**config.mk**
```make
export PLATFORM = sky130hd
export DESIGN_NAME = rar_top
export DESIGN_NICKNAME = d
export VERILOG_FILES = /design/src/rtl/rar_pkg.sv /design/src/rtl/rar_frame.sv /design/src/rtl/rar_alarm.sv /design/src/rtl/rar_top.sv
export SDC_FILE = /design/constraint.sdc
export NUM_CORES = 1
export LEC_CHECK = 0
export BUFFER_PORTS_ARGS = -buffer_cell sky130_fd_sc_hd__buf_2
export CAP_MARGIN = 20
export CORE_UTILIZATION = 60
export CTS_CLUSTER_DIAMETER = 80
export DETAILED_ROUTE_END_ITERATION = 8
export PLACE_DENSITY = 0.89
export RECOVER_POWER = 50
export SYNTH_ARGS = -nofsm -noshare
export SYNTH_HDL_FRONTEND = slang
export SYNTH_SLANG_ARGS = --single-unit
```
**constraint.sdc**
```tcl
create_clock -name clock -period 14.5 [get_ports clock]
set_input_delay 2.175 -clock clock [delete_from_list [all_inputs] [get_ports clock]]
set_output_delay 2.175 -clock clock [all_outputs]
set_load 0.02 [all_outputs]
```
**src/rtl/rar_pkg.sv**
```systemverilog
// Summary of operation
// - Two alarms rise when distance below threshold
// - Single-point alarms re-evaluated per new measurement
// - Scanning alarms qualified by distance and zone
// - Scanning alarms change only at sweep end
// - Product query answered with identity text
// - Selector 0 query returns median first distance
// - Selector 1 query returns raw first distance
// - I2C target address defaults to factory value
// - Sync string answered with identity text
// - Same commands accepted on serial or I2C
// - Hysteresis shifts single-point activate and release levels
// - Threshold programmable up to hundred meters
`default_nettype none
package rar_pkg;
  // Distances are in centimetres
  localparam int DIST_CM_W = 32'h11;
  localparam int ANGLE_W_DEF = 32'ha;
  localparam int THRESH_MAX_CM = 32'h2710;
  localparam int HYST_MAX_CM = 32'h3e8;
  localparam int CMD_BUF_DEPTH = 32'h8;
  localparam int ID_MAX = 32'h1e;
  localparam int DIST_REPLY_LAST = 32'he;
  localparam logic [6:0] I2C_ADDR_RST = 7'h66;
  localparam logic [7:0] CH_OPEN = 8'h3c;
  localparam logic [7:0] CH_CLOSE = 8'h3e;
  localparam logic [7:0] CH_QUERY = 8'h3f;
  localparam logic [7:0] CH_SYNC = 8'h55;
  localparam logic [7:0] CH_FQ_1 = 8'h4c;
  localparam logic [7:0] CH_FQ_2 = 8'h44;
  localparam logic [7:0] CH_FQ_3 = 8'h46;
  localparam logic [7:0] CH_TAG_1 = 8'h6c;
  localparam logic [7:0] CH_TAG_2 = 8'h64;
  localparam logic [7:0] CH_TAG_3 = 8'h66;
  localparam logic [7:0] CH_COMMA = 8'h2c;
  localparam logic [7:0] CH_COLON = 8'h3a;
  localparam logic [7:0] CH_DOT = 8'h2e;
  localparam logic [7:0] CH_ZERO = 8'h30;
  localparam logic [7:0] CH_ONE = 8'h31;
  localparam logic [7:0] CH_CR = 8'h0d;
  localparam logic [7:0] CH_LF = 8'h0a;

  typedef enum logic [2:0] {
    RAR_CMD_NONE,
    RAR_CMD_PRODUCT,
    RAR_CMD_SYNC,
    RAR_CMD_FIRST_MED,
    RAR_CMD_FIRST_RAW
  } rar_cmd_t;

  // Decimal digit weights in cm: 1000 m down to 1 cm
  function automatic logic [16:0] rar_weight(input logic [2:0] idx);
    case (idx)
      3'h0: rar_weight = 17'h186a0;
      3'h1: rar_weight = 17'h02710;
      3'h2: rar_weight = 17'h003e8;
      3'h3: rar_weight = 17'h00064;
      3'h4: rar_weight = 17'h0000a;
      default: rar_weight = 17'h00001;
    endcase
  endfunction : rar_weight
endpackage : rar_pkg
`default_nettype wire

```
**src/rtl/rar_frame.sv**
```systemverilog
`timescale 1ns/1ns
`default_nettype none
module rar_frame import rar_pkg::*; #(
  parameter int DEPTH = CMD_BUF_DEPTH
) (
  input wire logic clock,
  input wire logic sys_rst,
  input wire logic byte_valid,
  input wire logic [7:0] byte_data,
  output logic cmd_valid,
  output rar_cmd_t cmd
);
  if (DEPTH < 6 || DEPTH > 15) begin : g_bad_depth
    $error("rar_frame: DEPTH must be 6 to 15");
  end

  logic [DEPTH-1:0][7:0] chr_ff, nxt_chr;
  logic [3:0] len_ff, nxt_len;
  logic open_ff, nxt_open, over_ff, nxt_over;
  logic cmd_valid_ff, nxt_cmd_valid;
  rar_cmd_t cmd_ff, nxt_cmd;

  function automatic rar_cmd_t rar_classify(input logic [DEPTH-1:0][7:0] b, input logic [3:0] n);
    rar_classify = RAR_CMD_NONE;
    if (n == 4'h1 && b[0] == CH_QUERY) begin
      rar_classify = RAR_CMD_PRODUCT;
    end else if (n == 4'h2 && b[0] == CH_SYNC && b[1] == CH_SYNC) begin
      rar_classify = RAR_CMD_SYNC;
    end else if (n == 4'h6 && b[0] == CH_QUERY && b[1] == CH_FQ_1 && b[2] == CH_FQ_2
        && b[3] == CH_FQ_3 && b[4] == CH_COMMA) begin
      if (b[5] == CH_ZERO) begin
        rar_classify = RAR_CMD_FIRST_MED;
      end else if (b[5] == CH_ONE) begin
        rar_classify = RAR_CMD_FIRST_RAW;
      end
    end
  endfunction : rar_classify

  always_comb begin
    nxt_chr = chr_ff;
    nxt_len = len_ff;
    nxt_open = open_ff;
    nxt_over = over_ff;
    nxt_cmd = RAR_CMD_NONE;
    nxt_cmd_valid = 1'b0;
    if (byte_valid) begin
      if (byte_data == CH_OPEN) begin
        nxt_open = 1'b1;
        nxt_len = 4'h0;
        nxt_over = 1'b0;
      end else if (open_ff && byte_data == CH_CLOSE) begin
        nxt_open = 1'b0;
        nxt_cmd = over_ff ? RAR_CMD_NONE : rar_classify(chr_ff, len_ff);
        nxt_cmd_valid = nxt_cmd != RAR_CMD_NONE;
      end else if (open_ff) begin
        if (len_ff == 4'(DEPTH)) begin
          nxt_over = 1'b1;
        end else begin
          nxt_chr[len_ff] = byte_data;
          nxt_len = len_ff + 4'h1;
        end
      end
    end
  end

  always_ff @(posedge clock) begin
    if (sys_rst) begin
      chr_ff <= '0;
      len_ff <= 4'h0;
      open_ff <= 1'b0;
      over_ff <= 1'b0;
      cmd_ff <= RAR_CMD_NONE;
      cmd_valid_ff <= 1'b0;
    end else begin
      chr_ff <= nxt_chr;
      len_ff <= nxt_len;
      open_ff <= nxt_open;
      over_ff <= nxt_over;
      cmd_ff <= nxt_cmd;
      cmd_valid_ff <= nxt_cmd_valid;
    end
  end

  assign cmd_valid = cmd_valid_ff;
  assign cmd = cmd_ff;
endmodule : rar_frame
`default_nettype wire

```
**src/rtl/rar_alarm.sv**
```systemverilog
`timescale 1ns/1ns
`default_nettype none
module rar_alarm import rar_pkg::*; #(
  parameter int DIST_W = DIST_CM_W,
  parameter int ANGLE_W = ANGLE_W_DEF
) (
  input wire logic clock,
  input wire logic sys_rst,
  input wire logic meas_valid,
  input wire logic [DIST_W-1:0] meas_dist,
  input wire logic scan_on,
  input wire logic [ANGLE_W-1:0] scan_angle,
  input wire logic sweep_end,
  input wire logic [DIST_W-1:0] thresh,
  input wire logic [DIST_W-1:0] hyst,
  input wire logic [ANGLE_W-1:0] zone_lo,
  input wire logic [ANGLE_W-1:0] zone_hi,
  output logic alarm
);
  if (DIST_W < 14 || ANGLE_W < 1) begin : g_bad_param
    $error("rar_alarm: unsupported parameter value");
  end

  logic alarm_ff, nxt_alarm, armed_ff, nxt_armed, hit, upd;
  logic [DIST_W-1:0] thr, hy, on_lvl;
  logic [DIST_W:0] off_lvl;

  always_comb begin
    thr = (thresh > DIST_W'(THRESH_MAX_CM)) ? DIST_W'(THRESH_MAX_CM) : thresh;
    hy = (hyst > DIST_W'(HYST_MAX_CM)) ? DIST_W'(HYST_MAX_CM) : hyst;
    on_lvl = (thr > hy) ? thr - hy : '0;
    off_lvl = {1'b0, thr} + {1'b0, hy};
    hit = meas_valid && scan_angle >= zone_lo && scan_angle <= zone_hi && meas_dist < thr;
    upd = armed_ff || hit;
    nxt_alarm = alarm_ff;
    nxt_armed = 1'b0;
    if (scan_on) begin
      nxt_armed = sweep_end ? 1'b0 : upd;
      if (sweep_end) begin
        nxt_alarm = upd;
      end
    end else if (meas_valid) begin
      if (!alarm_ff && meas_dist < on_lvl) begin
        nxt_alarm = 1'b1;
      end else if (alarm_ff && {1'b0, meas_dist} >= off_lvl) begin
        nxt_alarm = 1'b0;
      end
    end
  end

  always_ff @(posedge clock) begin
    if (sys_rst) begin
      alarm_ff <= 1'b0;
      armed_ff <= 1'b0;
    end else begin
      alarm_ff <= nxt_alarm;
      armed_ff <= nxt_armed;
    end
  end

  assign alarm = alarm_ff;
endmodule : rar_alarm
`default_nettype wire

```
**src/rtl/rar_top.sv**
```systemverilog
`timescale 1ns/1ns
`default_nettype none
module rar_top import rar_pkg::*; #(
  parameter int DIST_W = DIST_CM_W,
  parameter int ANGLE_W = ANGLE_W_DEF,
  parameter int ID_LEN = 32'he,
  // Identity text value is arbitrary
  parameter logic [8*ID_MAX-1:0] ID_TEXT = "p:RG01,1.0.0,1"
) (
  input wire logic clock,
  input wire logic sys_rst,
  input wire logic meas_valid,
  input wire logic [DIST_W-1:0] dist_median,
  input wire logic [DIST_W-1:0] dist_raw,
  input wire logic scan_on,
  input wire logic [ANGLE_W-1:0] scan_angle,
  input wire logic sweep_end,
  input wire logic [DIST_W-1:0] alarm_a_thresh,
  input wire logic [DIST_W-1:0] alarm_b_thresh,
  input wire logic [DIST_W-1:0] alarm_hyst,
  input wire logic [ANGLE_W-1:0] zone_a_lo,
  input wire logic [ANGLE_W-1:0] zone_a_hi,
  input wire logic [ANGLE_W-1:0] zone_b_lo,
  input wire logic [ANGLE_W-1:0] zone_b_hi,
  input wire logic ser_rx_valid,
  input wire logic [7:0] ser_rx_data,
  input wire logic i2c_rx_valid,
  input wire logic [7:0] i2c_rx_data,
  input wire logic i2c_addr_wr,
  input wire logic [6:0] i2c_addr_new,
  input wire logic i2c_addr_seen_valid,
  input wire logic [6:0] i2c_addr_seen,
  input wire logic tx_ready,
  output logic alarm_a,
  output logic alarm_b,
  output logic tx_valid,
  output logic [7:0] tx_data,
  output logic tx_to_i2c,
  output logic [6:0] i2c_addr,
  output logic i2c_addr_match
);
  if (DIST_W < 14 || DIST_W > 17 || ID_LEN < 1 || ID_LEN > ID_MAX) begin : g_bad_param
    $error("rar_top: unsupported parameter value");
  end

  typedef enum logic [1:0] {RPL_IDLE, RPL_CONV, RPL_EMIT, RPL_DRAIN} rar_rpl_t;

  // ----------------------------------------------------------------
  // Source arbitration
  // ----------------------------------------------------------------
  logic lock_ff, nxt_lock, src_ff, nxt_src;
  logic rx_src, rx_valid;
  logic [7:0] rx_data;

  // A frame locks to the port that opened it; serial wins a tie
  always_comb begin
    rx_src = lock_ff ? src_ff : !ser_rx_valid;
    rx_valid = rx_src ? i2c_rx_valid : ser_rx_valid;
    rx_data = rx_src ? i2c_rx_data : ser_rx_data;
    nxt_lock = lock_ff;
    nxt_src = src_ff;
    if (rx_valid && rx_data == CH_OPEN) begin
      nxt_lock = 1'b1;
      nxt_src = rx_src;
    end else if (rx_valid && rx_data == CH_CLOSE) begin
      nxt_lock = 1'b0;
    end
  end

  always_ff @(posedge clock) begin
    if (sys_rst) begin
      lock_ff <= 1'b0;
      src_ff <= 1'b0;
    end else begin
      lock_ff <= nxt_lock;
      src_ff <= nxt_src;
    end
  end

  // ----------------------------------------------------------------
  // Command framing and alarms
  // ----------------------------------------------------------------
  logic cmd_valid;
  rar_cmd_t cmd;

  rar_frame #(.DEPTH(CMD_BUF_DEPTH)) u_frame (
    .clock(clock),
    .sys_rst(sys_rst),
    .byte_valid(rx_valid),
    .byte_data(rx_data),
    .cmd_valid(cmd_valid),
    .cmd(cmd)
  );

  logic [1:0][DIST_W-1:0] thr_v;
  logic [1:0][ANGLE_W-1:0] lo_v, hi_v;
  logic [1:0] alarm_v;

  assign thr_v = {alarm_b_thresh, alarm_a_thresh};
  assign lo_v = {zone_b_lo, zone_a_lo};
  assign hi_v = {zone_b_hi, zone_a_hi};

  for (genvar i = 0; i < 2; i++) begin : g_alarm
    rar_alarm #(.DIST_W(DIST_W), .ANGLE_W(ANGLE_W)) u_alarm (
      .clock(clock),
      .sys_rst(sys_rst),
      .meas_valid(meas_valid),
      .meas_dist(dist_median),
      .scan_on(scan_on),
      .scan_angle(scan_angle),
      .sweep_end(sweep_end),
      .thresh(thr_v[i]),
      .hyst(alarm_hyst),
      .zone_lo(lo_v[i]),
      .zone_hi(hi_v[i]),
      .alarm(alarm_v[i])
    );
  end

  assign alarm_a = alarm_v[0];
  assign alarm_b = alarm_v[1];

  // ----------------------------------------------------------------
  // Reply generator
  // ----------------------------------------------------------------
  rar_rpl_t st_ff, nxt_st;
  logic kind_ff, nxt_kind, sel_ff, nxt_sel;
  logic [4:0] pos_ff, nxt_pos, last;
  logic [16:0] rem_ff, nxt_rem;
  logic [2:0] cidx_ff, nxt_cidx;
  logic [5:0][3:0] dig_ff, nxt_dig;
  logic tx_valid_ff, nxt_tx_valid, tx_i2c_ff, nxt_tx_i2c, tx_free, skip;
  logic [7:0] tx_data_ff, nxt_tx_data, ch;
  logic [3:0] lz;
  logic is_dist, is_raw;

  // Character at the current reply position; leading metre zeros skip
  always_comb begin
    lz[0] = dig_ff[0] == 4'h0;
    for (int k = 1; k < 4; k++) begin
      lz[k] = lz[k-1] && dig_ff[k] == 4'h0;
    end
    ch = CH_LF;
    skip = 1'b0;
    last = kind_ff ? 5'(DIST_REPLY_LAST) : 5'(ID_LEN + 1);
    if (!kind_ff) begin
      if (pos_ff < 5'(ID_LEN)) begin
        ch = ID_TEXT[8*(ID_LEN-1-int'(pos_ff)) +: 8];
      end else if (pos_ff == 5'(ID_LEN)) begin
        ch = CH_CR;
      end
    end else begin
      case (pos_ff)
        5'h00: ch = CH_TAG_1;
        5'h01: ch = CH_TAG_2;
        5'h02: ch = CH_TAG_3;
        5'h03: ch = CH_COMMA;
        5'h04: ch = sel_ff ? CH_ONE : CH_ZERO;
        5'h05: ch = CH_COLON;
        5'h06, 5'h07, 5'h08, 5'h09: begin
          ch = CH_ZERO | {4'h0, dig_ff[3'(pos_ff - 5'h06)]};
          skip = pos_ff != 5'h09 && lz[2'(pos_ff - 5'h06)];
        end
        5'h0a: ch = CH_DOT;
        5'h0b: ch = CH_ZERO | {4'h0, dig_ff[4]};
        5'h0c: ch = CH_ZERO | {4'h0, dig_ff[5]};
        5'h0d: ch = CH_CR;
        default: ch = CH_LF;
      endcase
    end
  end

  always_comb begin
    is_dist = cmd == RAR_CMD_FIRST_MED || cmd == RAR_CMD_FIRST_RAW;
    is_raw = cmd == RAR_CMD_FIRST_RAW;
    tx_free = !tx_valid_ff || tx_ready;
    nxt_st = st_ff;
    nxt_kind = kind_ff;
    nxt_sel = sel_ff;
    nxt_pos = pos_ff;
    nxt_rem = rem_ff;
    nxt_cidx = cidx_ff;
    nxt_dig = dig_ff;
    nxt_tx_valid = tx_valid_ff && !tx_ready;
    nxt_tx_data = tx_data_ff;
    nxt_tx_i2c = tx_i2c_ff;
    case (st_ff)
      RPL_IDLE: begin
        if (cmd_valid) begin
          nxt_pos = 5'h00;
          nxt_cidx = 3'h0;
          nxt_dig = '0;
          nxt_tx_i2c = src_ff;
          nxt_kind = is_dist;
          nxt_sel = is_raw;
          nxt_rem = 17'(is_raw ? dist_raw : dist_median);
          nxt_st = is_dist ? RPL_CONV : RPL_EMIT;
        end
      end
      RPL_CONV: begin
        if (rem_ff >= rar_weight(cidx_ff)) begin
          nxt_rem = rem_ff - rar_weight(cidx_ff);
          nxt_dig[cidx_ff] = dig_ff[cidx_ff] + 4'h1;
        end else if (cidx_ff == 3'h5) begin
          nxt_st = RPL_EMIT;
        end else begin
          nxt_cidx = cidx_ff + 3'h1;
        end
      end
      RPL_EMIT: begin
        if (tx_free) begin
          if (!skip) begin
            nxt_tx_valid = 1'b1;
            nxt_tx_data = ch;
          end
          nxt_pos = pos_ff + 5'h01;
          if (pos_ff == last) begin
            nxt_st = RPL_DRAIN;
          end
        end
      end
      RPL_DRAIN: begin
        if (tx_free) begin
          nxt_st = RPL_IDLE;
        end
      end
      default: nxt_st = RPL_IDLE;
    endcase
  end

  always_ff @(posedge clock) begin
    if (sys_rst) begin
      st_ff <= RPL_IDLE;
      kind_ff <= 1'b0;
      sel_ff <= 1'b0;
      pos_ff <= 5'h00;
      rem_ff <= 17'h00000;
      cidx_ff <= 3'h0;
      dig_ff <= '0;
      tx_valid_ff <= 1'b0;
      tx_data_ff <= 8'h00;
      tx_i2c_ff <= 1'b0;
    end else begin
      st_ff <= nxt_st;
      kind_ff <= nxt_kind;
      sel_ff <= nxt_sel;
      pos_ff <= nxt_pos;
      rem_ff <= nxt_rem;
      cidx_ff <= nxt_cidx;
      dig_ff <= nxt_dig;
      tx_valid_ff <= nxt_tx_valid;
      tx_data_ff <= nxt_tx_data;
      tx_i2c_ff <= nxt_tx_i2c;
    end
  end

  assign tx_valid = tx_valid_ff;
  assign tx_data = tx_data_ff;
  assign tx_to_i2c = tx_i2c_ff;

  // ----------------------------------------------------------------
  // I2C target address
  // ----------------------------------------------------------------
  logic [6:0] addr_ff, nxt_addr;
  logic match_ff, nxt_match;

  always_comb begin
    nxt_addr = i2c_addr_wr ? i2c_addr_new : addr_ff;
    nxt_match = i2c_addr_seen_valid && i2c_addr_seen == addr_ff;
  end

  always_ff @(posedge clock) begin
    if (sys_rst) begin
      addr_ff <= I2C_ADDR_RST;
      match_ff <= 1'b0;
    end else begin
      addr_ff <= nxt_addr;
      match_ff <= nxt_match;
    end
  end

  assign i2c_addr = addr_ff;
  assign i2c_addr_match = match_ff;
endmodule : rar_top
`default_nettype wire

```
==> Word level (Yosys, flattened, before mapping) <==
Cells that the tools add are included.
{ "word_totals": {"out_inout_bits": 20, "register_bits": 151, "word_cells": 288, "in_bits": 175} }
{ "op_classes": {"magnitude_cmp": 23, "eq_ne": 53, "muxes": 88, "n_addsub": 11, "shift": 1, "reduce_logical": 70, "bitwise": 6} }
{ "ops": {"columns": ["cell", "n"], "rows": [
  ["$shiftx A240 B9 Y8 const A", 1],
  ["$mux W17", 11],
  ["$pmux W17 S5", 1],
  ["$pmux W7 S11", 1],
  ["$lt A17 B17 Y1", 4],
  ["$bwmux W64", 1],
  ["$sub A17 B17 Y17", 3],
  ["$eq A8 B6 Y1 const B", 6],
  ["$mux W24", 2],
  ["$pmux W24 S2", 1],
  ["$eq A8 B7 Y1 const B", 5],
  ["$mux W3", 13],
  ["$add A17 B17 Y18", 2],
  ["$ge A17 B18 Y1", 2],
  ["$eq A5 B4 Y1 const B", 7],
  ["$gt A17 B14 Y1 const B", 2],
  ["$gt A17 B17 Y1", 2],
  ["$pmux W17 S2", 1],
  ["$mux W8", 4],
  ["$logic_and A1 B1 Y1", 29],
  ["$mux W1", 28],
  ["$mux W4", 7],
  ["$bmux W4 S3", 2],
  ["$bwmux W24", 1],
  ["other kinds (56)", 116]
]} }

==> Logic depth before layout (Yosys ltp) <==
Gate-level depths: netlist (run 1).
{ "depth": {"ltp_word": 14, "mapped_depth": 27, "mapped_depth_nobuf": 24} }

==> Hierarchy <==
From an unflattened synthesis (run 1), not the netlist that was laid out.
{ "unflattened": {"hier_cells": 2083, "area_unflattened_um2": 16076.7} }
{ "modules_own_cells": {"columns": ["module", "seq_area_each_um2", "area_each_um2", "n_inst", "cells_per_inst"], "rows": [
  ["rar_top", 1441.4, 5876.9, 1, 745],
  ["rar_alarm (g_alarm[1].u_alarm)", 40.0, 3748.6, 1, 523],
  ["rar_alarm (g_alarm[0].u_alarm)", 40.0, 3648.5, 1, 507],
  ["rar_frame", 1161.1, 2802.7, 1, 308]
]} }

==> Worst setup path before layout (run 1) <==
No wires, ideal clock.
{ "synth_timing": {"kind": "input port to flip-flop", "startpoint": "input port alarm_a_thresh[0]", "endpoint": "register g_alarm[0].u_alarm.alarm_ff", "arrival_time_ns": 7.072, "slack_ns": 7.362, "setup_time_ns": 0.066, "cell_stages": 26, "t_required_ns": 14.434, "path_buffers": 2, "cell_sequence": "o41ai_1 -> a21oi_1 -> or3_1 -> a2111oi_4 -> buf_2 -> nand2_1 -> inv_1 -> ha_1 -> nor2b_1 -> o31a_1 -> o221ai_1 -> a211oi_2 -> a2111oi_2 -> nor2_1 -> o21a_2 -> buf_6 -> nand2_1 -> ha_1 -> a21o_1 -> a21o_1 -> a21oi_1 -> o21a_1 -> o21ai_0 -> nor4b_1 -> o221ai_1 -> a21oi_2"} }
{ "synth_between": {"elab_chain_cells": 9, "word_cells_on_any_way": 19, "classes_between": "add/sub: 2; order compare: 5; mux: 6; reduce/logical: 6"} }
{ "synth_lines": {"columns": ["item", "line_no", "source"], "rows": [
  ["from (decl)", "rar_top.sv:18", "input wire logic [DIST_W-1:0] alarm_a_thresh,"],
  ["$gt A17 B14 Y1", "rar_alarm.sv:29", "thr = (thresh > DIST_W'(THRESH_MAX_CM)) ? DIST_W'(THRESH_MAX_CM) : thresh;"],
  ["$mux W17 (*)", "rar_alarm.sv:29", null],
  ["$sub A17 B17 Y17 or $gt A17 B17 Y1 (tied branches)", "rar_alarm.sv:31", "on_lvl = (thr > hy) ? thr - hy : '0;"],
  ["$mux W17", "rar_alarm.sv:31", null],
  ["$lt A17 B17 Y1", "rar_alarm.sv:43", "if (!alarm_ff && meas_dist < on_lvl) begin"],
  ["$logic_and A1 B1 Y1", "rar_alarm.sv:43", null],
  ["$mux W1", "rar_alarm.sv:43", null],
  ["$mux W1", "rar_alarm.sv:42", "end else if (meas_valid) begin"],
  ["$mux W1", "rar_alarm.sv:37", "if (scan_on) begin"],
  ["to (signal assigned)", "rar_alarm.sv:56", "alarm_ff <= nxt_alarm;"],
  ["to (decl)", "rar_alarm.sv:24", "logic alarm_ff, nxt_alarm, armed_ff, nxt_armed, hit, upd;"]
]} }
Every way passes the cells marked *; elsewhere a longest branch is shown, timed or not. The select of a mux whose other input is x is not followed.
A chain may end at the register's enable or synchronous reset.

==> Worst setup path in the final report (run 1) <==
Same ends and word-level chain as after synthesis.

==> flow_metrics.tcl, run 1 <==
set metrics [dict create \
    outcome "complete, but fails checks" \
    violations "capacitance limit, slew limit" \
    die_area_sq_um 25400 \
    yosys_warnings 0 \
    crit_arrival_ns 8.18 \
    die_h_microns 159 \
    maxSlewViolCount 103 \
    grt_pass1_wl_microns 71700 \
    cp-start-kind "input port" \
    ir_drop_mv 0.0819 \
    power_density_nw_per_um2 79.3 \
    period_share 0.538 \
    period_needed_ns 7.80 \
    stdcell_area_sq_um 16700 \
    clockRootBuffer "clkbuf_16" \
    ctsLongestPathBuffers 2 \
    crit_required_ns 14.88 \
    cts_tree "yes" \
    final_common_cell "ha_1" \
    switching_power_mw 0.496 \
    clkPwrFrac 0.355 \
    fillers 1921 \
    gp_congestion 1.00 \
    fin_nets 2511 \
    synth-seq-area-share 0.180 \
    pwr-share-comb 0.335 \
    synth_cell_types 95 \
    dieWidth_microns 159 \
    h-tree-depth 4 \
    clock_skew_ns 0.0182 \
    std_cell_rows 57 \
    grt_pass1_vias 15000 \
    slowest_delay_ns 0.67 \
    syn_area_sq_um 14900 \
    ys_async_sr_fraction 0 \
    crit_buf_inv 2 \
    holdWs_ns 0.458 \
    synth-main-ff-cell "dfxtp_1" \
    cts-resized-gates 0 \
    tightest_slew_ns 4.68 \
    power_frac_seq 0.309 \
    clock.fmax_mhz 128 \
    hold_viol 0 \
    setup_viol 0 \
    netSwitchingFraction 0.374 \
    rsz0062_at_grt "false" \
    wl_per_cell_microns 18.1 \
    ant_nets 0 \
    yosysTopAreaCellShare 0.203 \
    dpl_cell_area_sq_um 16100 \
    post_cts_buffers 0 \
    num_vias 15200 \
    initial_core_util 0.612 \
    critPathTopFamily "compound AO/OA/AOI/OAI gates" \
    max-cap-violations 1 \
    antenna_found_initial 5 \
    grt.overflow.total 0 \
    end_kind "flop" \
    drc 0 \
    numCtsBuffers 17 \
    core_area_sq_um 24300 \
    firstDrtPassIters 6 \
    syn_inst 1896 \
    cp_max_fo 16 \
    power_mw 1.33 \
    grt_max_degree 103 \
    area_growth_pct 12.6 \
    hold_class "reg2reg" \
    gr-usage-all-layers 0.343 \
    drt_iter0_drc 1335 \
    hpwl_microns 33800 \
    drive_above_1_share 0.132 \
    clk_pin_slew_worst_paths_ns 0.07 \
    synth_area_leaders "ha_1 20%, dfxtp_1 18%, nor2_1 5.0%" \
    synth_edf_count 0 \
    clk_latency_ns 0.44 \
    ctsHoldBuffers 0 \
    pin_count 195 \
    yosys.area.top_type "ha_1" \
    p_int_mw 0.831 \
    clock_sinks 134 \
    avgSynthCellArea_sq_um 7.84 \
    crit_slowest_cell "a2111oi_4" \
    p_leak_nw 7.82 \
    synth-seq-cells 134 \
    io_buffers 193 \
    vias_per_cell 6.24 \
    layout_common_cells "241 x ha_1, 198 x nor2_1, 173 x buf_2" \
    worstSetupPathType "in2reg" \
    slew-limit-headroom -2.12 \
    tns_ns 0 \
    wl_microns 44000 \
]
[kinds of logic after synthesis]
kind of cell / synth area share
AND/OR/NAND/NOR: 0.213
multiplexers: 0.0720
AO/OA/AOI/OAI: 0.219
other: 0.000505
flip-flops: 0.180
adder cells (fa/ha/maj): 0.209
buffers and inverters: 0.0599
XOR/XNOR: 0.0459
[path summary, 6_finish.rpt]
path	from	end	slack (ns)	cells past startpoint
worst max-delay path	alarm_a_thresh[0]	g_alarm[0].u_alarm.alarm	6.70	25
worst min-delay path	rem_ff[0]	rem_ff[0]	0.46	2
worst max register to register	cidx_ff[0]	rem_ff[14]	9.08	15
worst min register to register	rem_ff[0]	rem_ff[0]	0.46	2
[registers in the layout (all words and copies together) (netlist names), 4 cells and up]
signal          count
i2c_addr            7
u_frame.len_ff      4
pos_ff              5
tx_data             7
dig_ff             24
u_frame.chr_ff     48
rem_ff             17
[per-stage QoR]
step	setup slack, ns	util	std cells
4_1_cts	6.76	0.689	2427
5_1_grt	6.27	0.688	2431
6_report	6.70	0.688	2433
3_5_place_dp	6.37	0.663	2395
3_3_place_gp	6.61	0.663	2394
2_1_floorplan	7.36	-	1941
[power groups by stage]
stage,Sequential (mW),Clock (mW),Combinational (mW)
final,0.411,0.472,0.445
after global routing,0.413,0.484,0.494
after detailed placement,0.418,0,0.429
after CTS,0.410,0.469,0.435
after floorplan,0.423,0,0.306
after global placement,0.417,0,0.413
[area by class of cell]
cell class,instances,area (sq um),share of cell area
multi-input combinational,1588,11500,0.685
sequential,134,2680,0.160
timing repair buffer,198,975,0.0582
inverter,151,567,0.0339
clock buffer,17,425,0.0254
tap,324,405,0.0242
clock inverter,15,204,0.0122
antenna,6,15.0,0.000897
[metal layers]
metal  vias up  part of all wire  track usage
met5         -                 0            0
met4         0             0.039        0.174
met3       141             0.076       0.0539
met2       677              0.48        0.596
met1      7164              0.40        0.408
li1       7203                 -            -
[worst register-to-register path, delay by kind of cell, from the launching register on]
kind	cells	cell delay [ns]
DFF	1	0.75
buffers and inverters	1	0.49
adders and majority gates	2	0.71
AOI/OAI and AO/OA	8	2.80
and+or+nand+nor	4	0.58
[cells in the mapped netlist (12+ instances only)]
master	n
and3_1	12
nor2_1	198
o21bai_1	15
a211oi_1	21
a31oi_1	21
nor4_1	16
dfxtp_1	134
ha_1	241
a21o_1	36
nand2b_1	33
a21oi_1	128
nand4_1	37
clkbuf_1	40
inv_1	148
o21ai_0	91
buf_2	15
xnor2_1	60
nand3_1	56
nor3_1	32
nor2b_1	29
mux2i_1	74
or3_1	13
xor2_1	18
mux2_2	16
o211ai_1	21
nand2_1	145
o21a_1	18
No activity file was read; power rests on OpenSTA's default activity.
==> run 2: changes to the inputs <==
CORE_UTILIZATION = 54   (was 60)
PLACE_DENSITY = 0.85   (was 0.89)
clock period = 6.85 ns   (was 14.5 ns; I/O delays follow)
==> run 2 against run 1 <==
  * The run still ends with capacitance limit, slew limit left
  * Register-to-register slack got worse by 7.6 ns
  * Via count decreased by 0.67%
  * Die area increased by 11%
  * Highest routed layer unchanged
  * Clock skew decreased by 0.0070 ns
  * Sequential share of layout area about the same
  * Clock-buffer cell count increased by 1
  * Flip-flop and latch count unchanged
  * Sequential power increased by 110%
  * Critical path depth increased by 1
  * Wire length decreased by 3.4%
  * Global-route usage decreased by 4.7 points
  * Total power increased by 100%
==> flow_metrics.tcl, run 2 (same netlist as run 1, synthesis figures left out) <==
set metrics [dict create \
    max-cap-violations 2 \
    holdWs_ns 0.456 \
    dpl_cell_area_sq_um 16200 \
    gp_congestion 0.981 \
    dieWidth_microns 168 \
    grt_max_degree 66 \
    regMostFlops "u_frame.chr_ff" \
    worstSetupPathType "in2reg" \
    ant_nets 0 \
    stdcell_area_sq_um 16700 \
    violations "capacitance limit, slew limit" \
    slowest_delay_ns 0.43 \
    ir_drop_mv 0.145 \
    ctsHoldBuffers 0 \
    power_mw 2.68 \
    die_h_microns 168 \
    initial_core_util 0.552 \
    top_regs "u_frame.chr_ff (48), dig_ff (24), rem_ff (17)" \
    dp.cells 2416 \
    largest_reg_flops 48 \
    setup_viol 0 \
    p_leak_nw 7.80 \
    crit_arrival_ns 6.43 \
    tightest_slew_ns 2.70 \
    dp_worst_setup_slack_ns 0.412 \
    fin_nets 2515 \
    multi_input_area_sq_um 11500 \
    clock_sinks 134 \
    power_density_nw_per_um2 161 \
    post-route-util 0.620 \
    hpwl_microns 33700 \
    die_area_sq_um 28200 \
    antenna_found_initial 2 \
    fillers 2290 \
    tns_ns 0 \
    h-tree-depth 4 \
    clk_pin_slew_worst_paths_ns 0.07 \
    ctsLongestPathBuffers 2 \
    firstDrtPassIters 6 \
    crit_required_ns 7.22 \
    register_area_sq_um 2680 \
    grt_pass1_vias 14500 \
    cp-start-kind "input port" \
    maxSlewViolCount 118 \
    area_growth_pct 12.3 \
    final_cells 2451 \
    crit_buf_inv 3 \
    slew-limit-headroom -0.799 \
    drt_iter0_drc 1351 \
    numCtsBuffers 17 \
    final_common_cell "ha_1" \
    core_area_sq_um 27000 \
    vias_per_cell 6.15 \
    drc 0 \
    post_cts_buffers 0 \
    period_needed_ns 6.05 \
    gr-usage-all-layers 0.296 \
    pin_count 195 \
    period_share 0.884 \
    end_kind "flop" \
    grt.overflow.total 0 \
    clock_skew_ns 0.0111 \
    critPathTopFamily "compound AO/OA/AOI/OAI gates" \
    hold_viol 0 \
    grt_pass1_wl_microns 68700 \
    std_cell_rows 60 \
    drive_above_1_share 0.132 \
    cts-resized-gates 0 \
    rsz0062_at_grt "false" \
    layout_common_cells "241 x ha_1, 198 x nor2_1, 172 x buf_2" \
    wl_per_cell_microns 17.3 \
    clk_latency_ns 0.43 \
    layout_setup_ws_ns 0.798 \
    crit_slowest_cell "a2111oi_2" \
    num_vias 15100 \
    wl_microns 42500 \
    clockRootBuffer "clkbuf_16" \
    io_buffers 193 \
    hold_class "reg2reg" \
    outcome "complete, but fails checks" \
    clock.fmax_mhz 165 \
    cts_tree "yes" \
    cp_max_fo 11 \
]
==> run 2: worst paths after layout <==
kind | start | end | slack [ns] | cells past startpoint
min | rem_ff[0] | rem_ff[0] | 0.46 | 2
max reg2reg | cidx_ff[0] | rem_ff[14] | 1.51 | 15
max | alarm_a_thresh[0] | g_alarm[0].u_alarm.alarm | 0.80 | 26
min reg2reg | rem_ff[0] | rem_ff[0] | 0.46 | 2
==> run 2: routing by layer <==
metal  up-vias  track usage  wire length (microns)
li1       7233            -                      -
met1      7037        0.357                  17400
met2       651        0.511                  20000
met3       162       0.0416                   3070
met4         0        0.155                   1930
met5         -            0                      0
==> run 2: final cells by class <==
cell class                      instances  area share
Antenna cell                            4    0.000599
Clock buffer                           18      0.0263
Clock inverter                         13     0.00689
Inverter                              151      0.0339
Multi-Input combinational cell       1588       0.686
Sequential cell                       134       0.161
Tap cell                              341      0.0255
Timing Repair Buffer                  202      0.0601
==> run 2: where the power goes <==
group          switching, mW  total [mW]  internal [mW]
combinational          0.567       0.936          0.369
sequential            0.0395       0.869          0.830
clock                  0.397       0.880          0.483
==> run 2: tightest hold or removal path, delay by kind of cell (launching register included) <==
family	cells	cell delay, ns
flip-flops	1	0.31
AO/OA/AOI/OAI	1	0.05
AND/OR/NAND/NOR	1	0.05
